==> src/logic/cpcap_pkg.sv <==
// constants and types for the continuous ping-pong capture block
package cpcap_pkg;

  // apb address width in bits
  localparam int ADDR_W = 18;

  // register indices; byte address is four times the index
  localparam logic [15:0] IDX_SW_BUF_CNT = 16'hea60;
  localparam logic [15:0] IDX_BUF_LEN = 16'hea6a;
  localparam logic [15:0] IDX_AVAIL = 16'hea88;
  localparam logic [15:0] IDX_CTRL = 16'hea90;
  localparam logic [15:0] IDX_STATUS = 16'hea91;
  localparam logic [15:0] IDX_RELEASE = 16'hea92;
  localparam logic [15:0] IDX_SEG_LEN = 16'hea93;
  localparam logic [15:0] IDX_MEM_SIZE = 16'hea94;
  localparam logic [15:0] IDX_POST_TRIG = 16'hea95;

  localparam logic [ADDR_W-1:0] ADR_SW_BUF_CNT = {IDX_SW_BUF_CNT, 2'h0};
  localparam logic [ADDR_W-1:0] ADR_BUF_LEN = {IDX_BUF_LEN, 2'h0};
  localparam logic [ADDR_W-1:0] ADR_AVAIL = {IDX_AVAIL, 2'h0};
  localparam logic [ADDR_W-1:0] ADR_CTRL = {IDX_CTRL, 2'h0};
  localparam logic [ADDR_W-1:0] ADR_STATUS = {IDX_STATUS, 2'h0};
  localparam logic [ADDR_W-1:0] ADR_RELEASE = {IDX_RELEASE, 2'h0};
  localparam logic [ADDR_W-1:0] ADR_SEG_LEN = {IDX_SEG_LEN, 2'h0};
  localparam logic [ADDR_W-1:0] ADR_MEM_SIZE = {IDX_MEM_SIZE, 2'h0};
  localparam logic [ADDR_W-1:0] ADR_POST_TRIG = {IDX_POST_TRIG, 2'h0};

  // control register bit positions
  localparam int CTRL_START = 0;
  localparam int CTRL_SWTRIG = 1;
  localparam int CTRL_STOP = 2;
  localparam int CTRL_SEG = 3;
  localparam int CTRL_GATE = 4;

  // buffer length granularity (1024 bytes) and smallest buffer in words
  localparam logic [31:0] LEN_GRAIN_MASK = 32'h3ff;
  localparam logic [31:0] GRAIN_WORDS = 32'h200;

  // software buffer count reported to the host
  localparam logic [31:0] SW_BUF_MAX = 32'h100;

  // reset values
  localparam logic [31:0] SW_BUF_CNT_RST = 32'h2;
  localparam logic [31:0] BUF_LEN_RST = 32'h400;
  localparam logic [31:0] SEG_LEN_RST = 32'h400;

  // internal throughput figures: one 2-byte word per clock at most
  localparam int CLK_MHZ = 50;
  localparam int WORD_BYTES = 2;
  localparam int INT_TPUT_MBPS = 250;
  localparam int MAX_TPUT_MBPS = CLK_MHZ * WORD_BYTES;

  typedef enum logic [1:0] {
    ST_IDLE = 2'b00,
    ST_ARM = 2'b01,
    ST_RUN = 2'b10,
    ST_HALT = 2'b11
  } cpcap_state_t;

endpackage

==> src/logic/cpcap_sync.sv <==
// two-flop synchroniser for asynchronous pin levels
`timescale 1ns/1ps
`default_nettype none
module cpcap_sync #(
  parameter int W = 1
) (
  // clock and reset
  input wire logic clk,
  input wire logic rst_n,
  // levels
  input wire logic [W-1:0] d,
  output logic [W-1:0] q
);

  logic [W-1:0] meta_r;

  always_ff @(posedge clk or negedge rst_n)
  begin
    if (!rst_n)
    begin
      meta_r <= '0;
      q <= '0;
    end
    else
    begin
      meta_r <= d;
      q <= meta_r;
    end
  end

endmodule
`default_nettype wire

==> src/logic/cpcap_top.sv <==
// continuous ping-pong capture into on-board sample memory, apb registers
`timescale 1ns/1ps
`default_nettype none
module cpcap_top
  import cpcap_pkg::*;
#(
  parameter int MEM_AW = 20
) (
  // apb clock and reset
  input wire logic pclk,
  input wire logic presetn,
  // apb slave
  input wire logic psel,
  input wire logic penable,
  input wire logic pwrite,
  input wire logic [ADDR_W-1:0] paddr,
  input wire logic [31:0] pwdata,
  output logic [31:0] prdata,
  output logic pready,
  output logic pslverr,
  // converter samples, pclk domain
  input wire logic sample_valid,
  input wire logic [11:0] sample_data,
  // asynchronous pins
  input wire logic trigger_pin,
  input wire logic gate_pin,
  // sample memory write port
  output logic mem_we,
  output logic [MEM_AW-1:0] mem_addr,
  output logic [15:0] mem_wdata,
  // host notification and state
  output logic buf_full_irq,
  output logic run_active
);

  localparam logic [31:0] HALF_WORDS = 32'h1 << (MEM_AW - 1);

  cpcap_state_t state_r, state_nxt;
  logic pready_r, pslverr_r;
  logic [31:0] prdata_r;
  logic [31:0] sw_buf_cnt_r, buf_len_r, seg_len_r, mem_size_r, post_trig_r;
  logic seg_en_r, gate_en_r;
  logic buf_sel_r, overrun_r, trig_d_r, irq_r, run_r;
  logic [MEM_AW-1:0] wr_idx_r;
  logic [31:0] seg_cnt_r;
  logic [1:0] full_r;
  logic mem_we_r;
  logic [MEM_AW-1:0] mem_addr_r;
  logic [15:0] mem_wdata_r;
  wire logic [1:0] pin_s;
  wire logic trig_s = pin_s[1];
  wire logic gate_s = pin_s[0];

  cpcap_sync #(.W(2)) u_pin_sync (
    .clk(pclk),
    .rst_n(presetn),
    .d({trigger_pin, gate_pin}),
    .q(pin_s)
  );

  // apb decode
  wire logic setup = psel & ~penable;
  wire logic wr_en = psel & penable & pready_r & pwrite;
  wire logic hit_cnt = (paddr == ADR_SW_BUF_CNT);
  wire logic hit_len = (paddr == ADR_BUF_LEN);
  wire logic hit_avail = (paddr == ADR_AVAIL);
  wire logic hit_ctrl = (paddr == ADR_CTRL);
  wire logic hit_stat = (paddr == ADR_STATUS);
  wire logic hit_rel = (paddr == ADR_RELEASE);
  wire logic hit_seg = (paddr == ADR_SEG_LEN);
  wire logic hit_msz = (paddr == ADR_MEM_SIZE);
  wire logic hit_post = (paddr == ADR_POST_TRIG);
  wire logic mapped = hit_cnt | hit_len | hit_avail | hit_ctrl | hit_stat
                    | hit_rel | hit_seg | hit_msz | hit_post;
  wire logic [31:0] ctrl_val = 32'h0 | ({31'h0, seg_en_r} << CTRL_SEG)
                             | ({31'h0, gate_en_r} << CTRL_GATE);
  wire logic [31:0] stat_val = {26'h0, overrun_r, full_r, buf_sel_r, state_r};
  wire logic [31:0] rd_val = hit_cnt ? sw_buf_cnt_r :
                             hit_len ? buf_len_r :
                             hit_avail ? SW_BUF_MAX :
                             hit_ctrl ? ctrl_val :
                             hit_stat ? stat_val :
                             hit_seg ? seg_len_r :
                             hit_msz ? mem_size_r :
                             hit_post ? post_trig_r : 32'h0;

  // command pulses
  wire logic ctrl_wr = wr_en & hit_ctrl;
  wire logic cmd_start = ctrl_wr & pwdata[CTRL_START];
  wire logic cmd_trig = ctrl_wr & pwdata[CTRL_SWTRIG];
  wire logic cmd_stop = ctrl_wr & pwdata[CTRL_STOP];
  wire logic [1:0] rel = {2{wr_en & hit_rel}} & pwdata[1:0];
  wire logic start_ok = cmd_start & ~cmd_stop & (state_r == ST_IDLE | state_r == ST_HALT);

  wire logic [31:0] len_words = {1'b0, buf_len_r[31:1]};
  wire logic [MEM_AW-1:0] buf_words = (len_words == 32'h0) ? GRAIN_WORDS[MEM_AW-1:0] :
                                      (len_words > HALF_WORDS) ? HALF_WORDS[MEM_AW-1:0] :
                                      len_words[MEM_AW-1:0];

  wire logic trig_hit = (trig_s & ~trig_d_r) | cmd_trig;
  wire logic gate_ok = ~gate_en_r | gate_s;
  wire logic seg_ok = ~seg_en_r | (seg_cnt_r != 32'h0);
  wire logic seg_done = (state_r == ST_RUN) & seg_en_r & (seg_cnt_r == 32'h0);
  wire logic acc = (state_r == ST_RUN) & sample_valid & gate_ok & seg_ok & ~cmd_stop;
  // write into a buffer not yet drained
  wire logic ovr = acc & full_r[buf_sel_r] & ~rel[buf_sel_r];
  wire logic wr_smp = acc & ~ovr;
  wire logic last = (wr_idx_r == buf_words - MEM_AW'(1));
  wire logic fill_end = wr_smp & last;
  // second buffer starts right after the first
  wire logic [MEM_AW-1:0] addr_nxt = buf_sel_r ? (buf_words + wr_idx_r) : wr_idx_r;
  wire logic [15:0] sext = {{4{sample_data[11]}}, sample_data};

  // apb answer: one access cycle
  always_ff @(posedge pclk or negedge presetn)
  begin
    if (!presetn)
    begin
      pready_r <= 1'b0;
      pslverr_r <= 1'b0;
      prdata_r <= 32'h0;
    end
    else
    begin
      pready_r <= setup;
      pslverr_r <= setup & ~mapped;
      if (setup)
        prdata_r <= pwrite ? 32'h0 : rd_val;
    end
  end

  // memory size and post-trigger only stored and read back, never used by capture
  always_ff @(posedge pclk or negedge presetn)
  begin
    if (!presetn)
    begin
      sw_buf_cnt_r <= SW_BUF_CNT_RST;
      buf_len_r <= BUF_LEN_RST;
      seg_len_r <= SEG_LEN_RST;
      mem_size_r <= 32'h0;
      post_trig_r <= 32'h0;
      seg_en_r <= 1'b0;
      gate_en_r <= 1'b0;
    end
    else
    begin
      if (wr_en & hit_cnt)
        sw_buf_cnt_r <= pwdata;
      // low ten bits forced to zero
      if (wr_en & hit_len)
        buf_len_r <= pwdata & ~LEN_GRAIN_MASK;
      if (wr_en & hit_seg)
        seg_len_r <= pwdata;
      if (wr_en & hit_msz)
        mem_size_r <= pwdata;
      if (wr_en & hit_post)
        post_trig_r <= pwdata;
      if (ctrl_wr)
      begin
        seg_en_r <= pwdata[CTRL_SEG];
        gate_en_r <= pwdata[CTRL_GATE];
      end
    end
  end

  // acquisition sequencer
  always_comb
  begin
    state_nxt = state_r;
    case (state_r)
      ST_IDLE, ST_HALT:
        if (start_ok)
          state_nxt = ST_ARM;
      ST_ARM:
        if (cmd_stop)
          state_nxt = ST_IDLE;
        else if (trig_hit)
          state_nxt = ST_RUN;
      ST_RUN:
        if (cmd_stop)
          state_nxt = ST_IDLE;
        else if (ovr)
          state_nxt = ST_HALT;
        else if (seg_done)
          state_nxt = ST_ARM;
      default:
        state_nxt = ST_IDLE;
    endcase
  end

  always_ff @(posedge pclk or negedge presetn)
  begin
    if (!presetn)
    begin
      state_r <= ST_IDLE;
      trig_d_r <= 1'b0;
      irq_r <= 1'b0;
      run_r <= 1'b0;
      mem_we_r <= 1'b0;
      mem_addr_r <= '0;
      mem_wdata_r <= 16'h0;
    end
    else
    begin
      state_r <= state_nxt;
      trig_d_r <= trig_s;
      irq_r <= fill_end;
      run_r <= (state_nxt == ST_RUN);
      mem_we_r <= wr_smp;
      if (wr_smp)
      begin
        mem_addr_r <= addr_nxt;
        mem_wdata_r <= sext;
      end
    end
  end

  // circular recording until stopped or halted by an overrun
  // write pointer, buffer select, overrun and segment count
  always_ff @(posedge pclk or negedge presetn)
  begin
    if (!presetn)
    begin
      buf_sel_r <= 1'b0;
      wr_idx_r <= '0;
      overrun_r <= 1'b0;
      seg_cnt_r <= 32'h0;
    end
    else
    begin
      if (start_ok)
      begin
        buf_sel_r <= 1'b0;
        wr_idx_r <= '0;
        overrun_r <= 1'b0;
      end
      // swap buffers and wrap to the start
      else if (fill_end)
      begin
        buf_sel_r <= ~buf_sel_r;
        wr_idx_r <= '0;
      end
      else if (wr_smp)
        wr_idx_r <= wr_idx_r + MEM_AW'(1);
      if (ovr)
        overrun_r <= 1'b1;
      if (state_r == ST_ARM && trig_hit)
        seg_cnt_r <= seg_len_r;
      else if (wr_smp && seg_en_r)
        seg_cnt_r <= seg_cnt_r - 32'h1;
    end
  end

  // full flags per buffer; a new fill wins over a release
  for (genvar i = 0; i < 2; i++)
  begin : g_full
    wire logic set_i = fill_end & (buf_sel_r == 1'(i));
    always_ff @(posedge pclk or negedge presetn)
    begin
      if (!presetn)
        full_r[i] <= 1'b0;
      else if (start_ok)
        full_r[i] <= 1'b0;
      else
        full_r[i] <= set_i | (full_r[i] & ~rel[i]);
    end
  end

  assign prdata = prdata_r;
  assign pready = pready_r;
  assign pslverr = pslverr_r;
  assign mem_we = mem_we_r;
  assign mem_addr = mem_addr_r;
  assign mem_wdata = mem_wdata_r;
  assign buf_full_irq = irq_r;
  assign run_active = run_r;
endmodule
`default_nettype wire

==> config.mk <==
export PLATFORM = sky130hd
export DESIGN_NAME = cpcap_top
export DESIGN_NICKNAME = d
export VERILOG_FILES = /design/src/logic/cpcap_pkg.sv /design/src/logic/cpcap_sync.sv /design/src/logic/cpcap_top.sv
export SDC_FILE = /design/constraint.sdc
export NUM_CORES = 1
export LEC_CHECK = 0
export ABC_AREA = 1
export BUFFER_PORTS_ARGS = -buffer_cell sky130_fd_sc_hd__buf_2
export CORE_UTILIZATION = 58
export DETAILED_ROUTE_END_ITERATION = 16
export PLACE_DENSITY_LB_ADDON = 0.15
export SLEW_MARGIN = 0
export SYNTH_ARGS = -nofsm -noshare
export SYNTH_HDL_FRONTEND = slang
export SYNTH_SLANG_ARGS = --single-unit
==> constraint.sdc <==
create_clock -name pclk -period 6.4 [get_ports pclk]
set_clock_uncertainty 0.2 [all_clocks]
set_input_delay 1.92 -clock pclk [delete_from_list [all_inputs] [get_ports pclk]]
set_output_delay 1.92 -clock pclk [all_outputs]
set_load 0.02 [all_outputs]
**Word-level counts from Yosys, hierarchy flattened**

Index checks and enable logic that the tools add are counted.

- Bits in latches: 0
- Memories kept: 0
- Bits in writable memories: 0
- Word-level logic and storage cells: 149
- Flip-flop bits (word level): 284
- Memory bits (read-only): 0

- $add $sub $neg: 4
- Multipliers: 0
- Equality and inequality tests: 14
- Muxes and demuxes: 34
- Div/mod/pow operators: 0
- $lt $le $gt $ge: 2
- Reduce and logical (&&, ||, !) cells: 11
- Shift-type cells: 0
- Bitwise gates (word level): 59

Operators by type and width:

| kind | count |
|---|---|
| $mux W32 | 11 |
| $eq A18 B18 Y1 const B | 9 |
| $mux W20 | 6 |
| $logic_not A32 Y1 | 2 |
| $and A1 B1 Y1 | 32 |
| $reduce_bool A32 Y1 | 1 |
| $sub A32 B1 Y32 const B | 1 |
| $gt A31 B20 Y1 const B | 1 |
| $add A20 B1 Y20 const B | 1 |
| $add A20 B20 Y20 | 1 |
| $eq A20 B20 Y1 | 1 |
| $sub A20 B1 Y20 const B | 1 |
| $or A1 B1 Y1 | 14 |
| $mux W2 | 6 |
| $not A1 Y1 | 11 |
| $mux W1 | 10 |
| $eq A2 B2 Y1 const B | 3 |
| $pmux W2 S3 | 1 |
| $reduce_bool A2 Y1 | 3 |
| $or A4 B5 Y5 | 1 |
| $reduce_bool A3 Y1 | 1 |
| $and A2 B2 Y2 | 1 |
| $eq A2 B1 Y1 const B | 1 |
| $logic_and A1 B1 Y1 | 2 |
| 3 further kinds | 3 |

**Logic depth before layout (Yosys ltp)**

Gate-level depths: netlist of run 1.

- Word-level depth: 15
- Gate-level depth with buffers: 21
- Depth with buffers taken out: 20

**By module**

Synthesis of run 1 repeated with hierarchy kept, for this count alone.

- Cells, all modules: 1865
- Area, all modules: 14711.6 sq um

Modules (own cells, without submodules):

| module | area each (sq um) | cells an instance | instances |
|---|---|---|---|
| cpcap_top | 14611.5 | 1861 | 1 |
| cpcap_sync | 100.1 | 4 | 1 |

**Least setup slack after synthesis of run 1**

OpenSTA, ideal clock, no wires.

- Path type: input-to-reg
- Start point: input paddr[0]
- End point: register mem_addr_r[16] (netlist: mem_addr[16])
- Library setup time: 0.119 ns
- Data arrival time: 3.480 ns
- Stages: 14
- Slack: 2.601 ns
- Cells stage by stage: inv_1 > nand2_1 > nor2_2 > nand2_2 > nor2_2 > nand3_2 > inv_2 > nand2_1 > nand3_1 > nor2_2 > buf_6 > buf_4 > buf_2 > o21a_1

- Word-level cells in the longest chain between the ends: 9

RTL lines:

| element | RTL line | source |
|---|---|---|
| start, declared | cpcap_top.sv:16 | `input wire logic [ADDR_W-1:0] paddr,` |
| $eq A18 B18 Y1, on equally long branches | cpcap_top.sv:67, cpcap_top.sv:69 |  |
| $and A1 B1 Y1, on equally long branches | cpcap_top.sv:88, cpcap_top.sv:92 |  |
| $and A1 B1 Y1 / $and A2 B2 Y2 (equally long branches) | cpcap_top.sv:91, cpcap_top.sv:92 |  |
| $not A1 Y1 / $mux W1 (equally long branches) | cpcap_top.sv:104, cpcap_top.sv:106 |  |
| $and A1 B1 Y1 / $mux W1 (equally long branches) | cpcap_top.sv:104, cpcap_top.sv:106 |  |
| $and A1 B1 Y1 / $not A1 Y1 (equally long branches) | cpcap_top.sv:106 | `wire logic ovr = acc & full_r[buf_sel_r] & ~rel[buf_sel_r];` |
| $and A1 B1 Y1 | cpcap_top.sv:106 |  |
| $not A1 Y1 | cpcap_top.sv:107 | `wire logic wr_smp = acc & ~ovr;` |
| $and A1 B1 Y1 * | cpcap_top.sv:107 |  |
| end signal, assigned | cpcap_top.sv:212 | `mem_addr_r <= addr_nxt;` |
| end, declared | cpcap_top.sv:48 | `logic [MEM_AW-1:0] mem_addr_r;` |

Every way passes the cells marked *; elsewhere a longest branch is shown, timed or not. The select of a mux whose other input is x is not followed.
A chain may end at the register's enable or synchronous reset.

**Worst setup path after layout of run 1**

- Start point: input paddr[12]
- End point: register wr_idx_r[3]

- Word-level cells in the longest chain between the ends: 12

RTL lines:

| element | RTL line | source |
|---|---|---|
| $eq A18 B18 Y1, on equally long branches | cpcap_top.sv:67, cpcap_top.sv:69 |  |
| $and A1 B1 Y1, on equally long branches | cpcap_top.sv:88, cpcap_top.sv:92 |  |
| $and A1 B1 Y1 / $and A2 B2 Y2 (equally long branches) | cpcap_top.sv:91, cpcap_top.sv:92 |  |
| $not A1 Y1 / $mux W1 (equally long branches) | cpcap_top.sv:93, cpcap_top.sv:104, cpcap_top.sv:106 |  |
| $and A1 B1 Y1 / $mux W1 (equally long branches) | cpcap_top.sv:104, cpcap_top.sv:106 |  |
| $and A1 B1 Y1 / $not A1 Y1 (equally long branches) | cpcap_top.sv:106 |  |
| $and A1 B1 Y1 | cpcap_top.sv:106 |  |
| $not A1 Y1 | cpcap_top.sv:107 |  |
| $and A1 B1 Y1 | cpcap_top.sv:107 |  |
| $and A1 B1 Y1 | cpcap_top.sv:109 | `wire logic fill_end = wr_smp & last;` |
| $mux W20 | cpcap_top.sv:238 | `else if (fill_end)` |
| $mux W20 | cpcap_top.sv:231 | `if (start_ok)` |
| end signal, assigned | cpcap_top.sv:244 | `wr_idx_r <= wr_idx_r + MEM_AW'(1);` |
| end, declared | cpcap_top.sv:44 | `logic [MEM_AW-1:0] wr_idx_r;` |

Parallel ways exist; a longest one is shown, timed or not. The select of a mux whose other input is x is not followed.

==> impl_metrics.prom, run 1 <==
# TYPE chip_impl_metric gauge
chip_impl_metric{name="post_cts.resized_instances",unit=""} 0
chip_impl_metric{name="fmax",unit="MHz"} 230
chip_impl_metric{name="synth.ff_latch_count",unit=""} 284
chip_impl_metric{name="max_cap_violations",unit=""} 0
chip_impl_metric{name="avgSynthCellArea",unit="µm²"} 7.94
chip_impl_metric{name="global_route.usage.total",unit="%"} 30.7
chip_impl_info{name="grt_setup_unrepaired",value="no"} 1
chip_impl_metric{name="wirelength",unit="µm"} 39200
chip_impl_metric{name="hold_viol_final",unit=""} 0
chip_impl_metric{name="placement.io_buffers",unit=""} 142
chip_impl_metric{name="io_pins",unit=""} 143
chip_impl_metric{name="cts-buffers-inserted",unit=""} 30
chip_impl_metric{name="synth_top_cell_area_share",unit="%"} 47.7
chip_impl_metric{name="period_needed",unit="ps"} 4340
chip_impl_info{name="cts_tree",value="done"} 1
chip_impl_info{name="most_frequent_cells_after_synthesis",value="nand2_1 (554), dfrtp_1 (281), o21ai_0 (208), inv_1 (149), nand3_1 (147)"} 1
chip_impl_metric{name="grt_first_pass_wirelength",unit="µm"} 64300
chip_impl_metric{name="n_antenna_cell",unit=""} 0
chip_impl_metric{name="final_cycle_utilization_of_the_critical_path",unit="%"} 67.8
chip_impl_metric{name="route.antenna.remaining_nets",unit=""} 0
chip_impl_metric{name="pin_count_of_the_biggest_net_entering_global_routing",unit=""} 116
chip_impl_info{name="synth_top_cell_by_area",value="dfrtp_1"} 1
chip_impl_metric{name="drive_above_1_share",unit="%"} 13.1
chip_impl_metric{name="fin_setup_tns",unit="ps"} 0
chip_impl_metric{name="vdd_drop_max",unit="µV"} 226
chip_impl_metric{name="postSynth.asyncResetShare",unit="%"} 100
chip_impl_metric{name="drt_drc_violations_left",unit=""} 0
chip_impl_metric{name="num_vias",unit=""} 13365
chip_impl_metric{name="yosys_warnings",unit=""} 0
chip_impl_metric{name="worst-endpoint-arrival",unit="ps"} 4580
chip_impl_metric{name="die_h",unit="µm"} 161
chip_impl_info{name="capturing_element_type_of_the_critical_path",value="flop"} 1
chip_impl_metric{name="drt_pass1_iterations",unit=""} 6
chip_impl_metric{name="route.detailed.vias_per_inst",unit=""} 5.80
chip_impl_metric{name="fp-row-count",unit=""} 57
chip_impl_metric{name="worst_slew_pin_slew",unit="ps"} 1130
chip_impl_metric{name="number_of_levels_the_h_tree_was_split_into",unit=""} 1
chip_impl_metric{name="power_per_cell_area",unit="nW/µm²"} 272
chip_impl_metric{name="static_leakage_power",unit="nW"} 8.54
chip_impl_metric{name="die_area",unit="µm²"} 26000
chip_impl_metric{name="gpl.final_weighted_congestion",unit=""} 0.967
chip_impl_info{name="clock_tree.root_cell",value="clkbuf_16"} 1
chip_impl_metric{name="post_synth_num_cell_types",unit=""} 49
chip_impl_info{name="start_kind",value="primary input"} 1
chip_impl_metric{name="maxSlewViolCount",unit=""} 0
chip_impl_metric{name="cts-hold-fix-buffers",unit=""} 0
chip_impl_metric{name="hpwl",unit="µm"} 26300
chip_impl_metric{name="max-slew-margin-rel",unit="%"} 24.7
chip_impl_metric{name="wl_per_cell",unit="µm"} 17.0
chip_impl_metric{name="area_growth",unit="%"} 12.4
chip_impl_metric{name="post_synth_inst_count",unit=""} 1857
chip_impl_metric{name="clock_sink_total",unit=""} 284
chip_impl_metric{name="post-cts-setup-buffers",unit=""} 0
chip_impl_metric{name="grt_pass1_vias",unit=""} 12609
chip_impl_metric{name="synth_enable_flop_cells",unit=""} 0
chip_impl_metric{name="floorplan.initialDensity",unit="%"} 59.9
chip_impl_metric{name="drtIter0Drc",unit=""} 1280
chip_impl_metric{name="num-nets-final",unit=""} 2044
chip_impl_metric{name="die_w",unit="µm"} 161
chip_impl_metric{name="r2r.worst_path.cells",unit=""} 16
chip_impl_metric{name="clock_path_buffers",unit=""} 3
chip_impl_info{name="hold_class",value="flop to flop"} 1
chip_impl_metric{name="hold_path_depth",unit=""} 0
chip_impl_info{name="run_status",value="complete, no violations"} 1
chip_impl_metric{name="placed_insts",unit=""} 2249
chip_impl_info{name="critPathKind",value="primary input to flop"} 1
chip_impl_metric{name="final-instance-count-excl-fill",unit=""} 2305
chip_impl_metric{name="post_syn_nets",unit=""} 1944
chip_impl_metric{name="data_required_time_of_the_worst_path",unit="ps"} 6640
chip_impl_info{name="ys_top_cells_by_area",value="dfrtp_1 (48%), nand2_1 (14%), o21ai_0 (7.1%)"} 1
chip_impl_metric{name="setup_viol_count_final",unit=""} 0
chip_impl_metric{name="core_region_area",unit="µm²"} 24600
chip_impl_metric{name="crit_path_max_fanout",unit=""} 44
chip_impl_metric{name="synth_seq_area_share",unit="%"} 48.3
chip_impl_info{name="ys_dominant_reg_cell",value="dfrtp_1"} 1
chip_impl_metric{name="grt-ovfl-total",unit=""} 0
chip_impl_metric{name="clock_latency",unit="ps"} 560
chip_impl_metric{name="cts.clk_slew.worst_paths",unit="ps"} 60
chip_impl_metric{name="number_of_antenna_violations_at_the_first_check_in_global_routing",unit=""} 0
chip_impl_metric{name="synth_area",unit="µm²"} 14700
chip_impl_info{name="post-synth-top-count-cell",value="nand2_1"} 1
==> sequential cells by signal (all words and copies together), names as in the netlist, 2 cells and up <==
name	count
u_pin_sync.q	2
mem_addr	20
mem_wdata	12
seg_len_r	32
post_trig_r	32
prdata	32
full_r	2
buf_len_r	22
wr_idx_r	20
sw_buf_cnt_r	32
state_r	2
mem_size_r	32
seg_cnt_r	32
u_pin_sync.meta_r	2
==> final cells by class <==
| cell class | count | area, µm² |
|---|---|---|
| sequential | 284 | 7110 |
| tap | 324 | 405 |
| multi-input combinational | 1318 | 6570 |
| timing repair buffer | 162 | 883 |
| fill | 2072 | 8040 |
| inverter | 161 | 604 |
| clock buffer | 45 | 847 |
| clock inverter | 11 | 144 |
==> power breakdown <==
group / internal (mW) / leakage (nW) / total [mW] / switching, mW
Combinational: 0.232 / 4.18 / 0.725 / 0.493
Clock: 1.03 / 0.484 / 1.75 / 0.719
Sequential: 1.93 / 3.87 / 2.03 / 0.0969
==> logic make-up (layout without fill, tap and decap cells) <==
kind of cell	after synthesis	count (layout)	synth area share, %
AO/OA/AOI/OAI	339	339	13.3
XOR/XNOR	45	45	2.67
adder cells (fa/ha/maj)	17	17	1.49
flip-flops	284	284	48.3
AND/OR/NAND/NOR	917	917	27.1
buffers and inverters	255	379	7.23
==> critical path, cell delays in order <==
cell	delay [ps]
buf_2	100
nor3_2	170
nand2_1	220
nor2_2	300
nand3_2	220
inv_2	110
nand2_1	90
nand3_1	150
nor2_4	70
inv_2	50
buf_4	370
nand2_4	240
inv_2	280
nor2_1	80
xnor2_1	140
nor2_1	50
==> path summary, 6_finish.rpt <==
path                                   end  slack (ps)                 start
setup / recovery               wr_idx_r[3]        2060             paddr[12]
hold / removal             u_pin_sync.q[0]         150  u_pin_sync.meta_r[0]
setup reg to reg                 buf_sel_r        2780         buf_len_r[25]
hold reg to reg            u_pin_sync.q[0]         150  u_pin_sync.meta_r[0]
max in group asynchronous    seg_len_r[27]        3700               presetn
min in group asynchronous     mem_wdata[2]        1110               presetn
==> per-stage QoR <==
| step | util [%] | instance area (µm²) | worst slack, ps | power [mW] | hold slack [ps] |
|---|---|---|---|---|---|
| after detailed placement | 63.3 | 15600 | 1550 | 2.78 | 142 |
| after global placement | 63.3 | 15600 | 1630 | 2.76 | 138 |
| final | 67.3 | 16600 | 2060 | 4.51 | 147 |
| after global routing | 67.3 | 16600 | 1800 | 4.71 | 149 |
| after CTS | 67.3 | 16600 | 2110 | 4.53 | 152 |
| after floorplan | - | 14700 | 2600 | 2.55 | 131 |
==> metal layers <==
layer  track usage, %  routed length, µm
met1             42.4              16800
met5                0                  0
met2             49.9              18100
met4             9.09               1230
met3             5.03               3100
==> layout by cell type (no fill, tap or decap), drive strengths merged, types with 3 or more instances in the layout <==
cell type and n:
a211oi 3, a21oi 32, a22o 6, a31oi 3, buf 162, bufinv 3, clkbuf 45, clkinv 10
dfrtp 281, dfstp 3, ha 16, inv 158, nand2 566, nand3 153, nand3b 6, nand4 49
nor2 110, nor3 24, nor4 5, o211ai 60, o21ai 211, o22ai 5, o311ai 4, o41ai 6
or2 3, xnor2 9, xor2 36
No activity file was read; power rests on OpenSTA's default activity.
==> inputs of run 2 (changes only) <==
==> constraint.sdc (replaced) <==
create_clock -name pclk -period 4.1 [get_ports pclk]
set_clock_uncertainty 0.2 [all_clocks]
set_input_delay 1.23 -clock pclk [delete_from_list [all_inputs] [get_ports pclk]]
set_output_delay 1.23 -clock pclk [all_outputs]
set_load 0.02 [all_outputs]
==> run 2 against run 1 <==
Register-to-register slack worse by 2400 ps. Highest routed layer unchanged. First-iteration DRC count is 5.3% lower. Non-clock buffer count is 12 higher. Total power is 61% higher. Critical path depth stayed put. Clock-buffer cell count is 1 lower. Largest power group unchanged. Wire length is 0.93% higher. Global-route usage is 0.25 points higher. Hold slack better by 7.7 ps.
==> impl_metrics.prom, run 2 (synthesis results as in run 1) <==
# TYPE chip_impl_metric gauge
chip_impl_metric{name="num_vias",unit=""} 13283
chip_impl_info{name="grt_setup_unrepaired",value="no"} 1
chip_impl_metric{name="clock_latency",unit="ps"} 560
chip_impl_metric{name="post-cts-setup-buffers",unit=""} 0
chip_impl_metric{name="worst-endpoint-arrival",unit="ps"} 4030
chip_impl_metric{name="worst_hold_slack",unit="ps"} 155
chip_impl_info{name="crit_path_end",value="full_r[0]"} 1
chip_impl_metric{name="hpwl",unit="µm"} 27200
chip_impl_metric{name="clock_sink_total",unit=""} 284
chip_impl_info{name="worstSetupStartpoint",value="buf_len_r[25]"} 1
chip_impl_metric{name="maxSlewViolCount",unit=""} 0
chip_impl_metric{name="multi_input_area",unit="µm²"} 6570
chip_impl_metric{name="route.detailed.vias_per_inst",unit=""} 5.73
chip_impl_metric{name="final_cycle_utilization_of_the_critical_path",unit="%"} 91.1
chip_impl_metric{name="floorplan.initialDensity",unit="%"} 59.9
chip_impl_metric{name="placed_insts",unit=""} 2261
chip_impl_info{name="capturing_element_type_of_the_critical_path",value="flop"} 1
chip_impl_metric{name="route.antenna.remaining_nets",unit=""} 0
chip_impl_metric{name="hold_path_depth",unit=""} 0
chip_impl_info{name="run_status",value="complete, no violations"} 1
chip_impl_metric{name="period_needed",unit="ps"} 3740
chip_impl_metric{name="global_route.usage.total",unit="%"} 30.9
chip_impl_info{name="layout_commonest_cell",value="nand2_1"} 1
chip_impl_info{name="cpMostUsedCell",value="nand2_1"} 1
chip_impl_metric{name="drt-met1-wl",unit="µm"} 17100
chip_impl_metric{name="drt_pass1_iterations",unit=""} 6
chip_impl_metric{name="drtIter0Drc",unit=""} 1212
chip_impl_metric{name="cts.clk_slew.worst_paths",unit="ps"} 60
chip_impl_metric{name="grt-ovfl-total",unit=""} 0
chip_impl_metric{name="clock_path_buffers",unit=""} 3
chip_impl_metric{name="area_growth",unit="%"} 14.1
chip_impl_metric{name="cts-hold-fix-buffers",unit=""} 0
chip_impl_metric{name="number_of_inserted_filler_cells_in_the_final_layout",unit=""} 2082
chip_impl_metric{name="die_w",unit="µm"} 161
chip_impl_info{name="highest-signal-layer",value="met4"} 1
chip_impl_metric{name="static_leakage_power",unit="nW"} 8.67
chip_impl_info{name="hold_class",value="flop to flop"} 1
chip_impl_metric{name="number_of_levels_the_h_tree_was_split_into",unit=""} 1
chip_impl_metric{name="hold_viol_final",unit=""} 0
chip_impl_metric{name="number_of_antenna_violations_at_the_first_check_in_global_routing",unit=""} 0
chip_impl_info{name="worst_r2r_startpoint",value="buf_len_r[25]"} 1
chip_impl_info{name="start_kind",value="flop"} 1
chip_impl_metric{name="vdd_drop_max",unit="µV"} 368
chip_impl_metric{name="num-nets-final",unit=""} 2056
chip_impl_metric{name="fin_setup_tns",unit="ps"} 0
chip_impl_metric{name="data_required_time_of_the_worst_path",unit="ps"} 4400
chip_impl_metric{name="core_region_area",unit="µm²"} 24600
chip_impl_info{name="critPathSlowestCell",value="dfrtp_1"} 1
chip_impl_metric{name="die_area",unit="µm²"} 26000
chip_impl_info{name="timing.rr.end",value="full_r[0]"} 1
chip_impl_metric{name="die_h",unit="µm"} 161
chip_impl_info{name="final_cell_mix",value="nand2_1 (553), dfrtp_1 (281), o21ai_0 (208), inv_1 (149), nand3_1 (147)"} 1
chip_impl_metric{name="final-instance-count-excl-fill",unit=""} 2317
chip_impl_metric{name="crit_path_max_fanout",unit=""} 22
chip_impl_metric{name="pin_count_of_the_biggest_net_entering_global_routing",unit=""} 82
chip_impl_metric{name="max_cap_violations",unit=""} 0
chip_impl_metric{name="r2r.worst_path.cells",unit=""} 16
chip_impl_info{name="cts_tree",value="done"} 1
chip_impl_metric{name="n_antenna_cell",unit=""} 0
chip_impl_metric{name="fmax",unit="MHz"} 268
chip_impl_metric{name="r2r_setup_slack",unit="ps"} 360
chip_impl_metric{name="grt_pass1_vias",unit=""} 12661
chip_impl_metric{name="drt_drc_violations_left",unit=""} 0
chip_impl_metric{name="area_occupied_by_registers",unit="µm²"} 7110
chip_impl_metric{name="gpl.final_weighted_congestion",unit=""} 0.964
chip_impl_info{name="critPathKind",value="flop to flop"} 1
chip_impl_metric{name="placement.io_buffers",unit=""} 142
chip_impl_metric{name="fp-row-count",unit=""} 57
chip_impl_info{name="clock_tree.root_cell",value="clkbuf_16"} 1
chip_impl_metric{name="met3_wl_post_dr",unit="µm"} 2600
chip_impl_metric{name="worst_slew_pin_slew",unit="ps"} 738
chip_impl_info{name="crit_path_cell_trace",value="nor2_2 -> nand2_1 -> nor2_1 -> nand3_1 -> nand2_4 -> nand2_4 -> ha_1 -> nand2_1 -> nand2_1 -> nor3_1 -> a21boi_0 -> nand2_1 -> nor2_2 -> nand3_4 -> or2_1 -> nand2_1"} 1
chip_impl_metric{name="wl_per_cell",unit="µm"} 17.1
chip_impl_metric{name="power_per_cell_area",unit="nW/µm²"} 431
chip_impl_metric{name="routed_length_on_met2",unit="µm"} 18900
chip_impl_metric{name="post_cts.resized_instances",unit=""} 0
chip_impl_metric{name="max-slew-margin-rel",unit="%"} 50.5
chip_impl_metric{name="drive_above_1_share",unit="%"} 13.9
chip_impl_metric{name="cp_slowest_stage_delay",unit="ps"} 410
chip_impl_metric{name="cts-buffers-inserted",unit=""} 30
chip_impl_metric{name="p_total",unit="mW"} 7.24
chip_impl_metric{name="setup_viol_count_final",unit=""} 0
chip_impl_metric{name="grt_first_pass_wirelength",unit="µm"} 64800
chip_impl_metric{name="io_pins",unit=""} 143
chip_impl_metric{name="wirelength",unit="µm"} 39600
-- run 2: worst min path at each step --
| stage | from | to |
|---|---|---|
| after global routing | u_pin_sync.meta_r[1] | u_pin_sync.q[1] |
| after global placement | u_pin_sync.meta_r[1] | u_pin_sync.q[1] |
| after CTS | u_pin_sync.meta_r[0] | u_pin_sync.q[0] |
| final | u_pin_sync.meta_r[1] | u_pin_sync.q[1] |
| after floorplan | u_pin_sync.meta_r[0] | u_pin_sync.q[0] |
| after detailed placement | u_pin_sync.meta_r[0] | u_pin_sync.q[0] |
-- run 2: critical path, delay by kind of cell, from the launching register on --
family | cells | cell delay, ps
and+or+nand+nor | 14 | 2440
DFF | 1 | 410
adders and majority gates | 1 | 320
AOI/OAI and AO/OA | 1 | 280
-- run 2: final cells by class --
cell class	count	area share, %
Clock buffer	44	5.37
Clock inverter	12	1.06
Inverter	161	3.60
Multi-Input combinational cell	1318	39.1
Sequential cell	284	42.3
Tap cell	324	2.41
Timing Repair Buffer	174	6.16
-- run 2: report_power, final --
group | internal (mW) | switching, mW | total, mW
logic | 0.370 | 0.776 | 1.15
registers | 3.02 | 0.152 | 3.17
clock network | 1.78 | 1.15 | 2.92
-- run 2: stage by stage --
step | setup slack, ps | utilization, % | area [µm²]
floorplan | 991 | - | 14700
global route | 144 | 68.3 | 16800
finish | 364 | 68.3 | 16800
global placement | 417 | 63.9 | 15700
detailed placement | 272 | 63.9 | 15700
CTS | 416 | 68.3 | 16800
-- run 2: per-layer routing --
metal  global-route usage [%]  up-vias
li1                         -     6364
met1                     42.3     6310
met2                     51.3      535
met3                     4.19       74
met4                     9.52        0
met5                        0        -
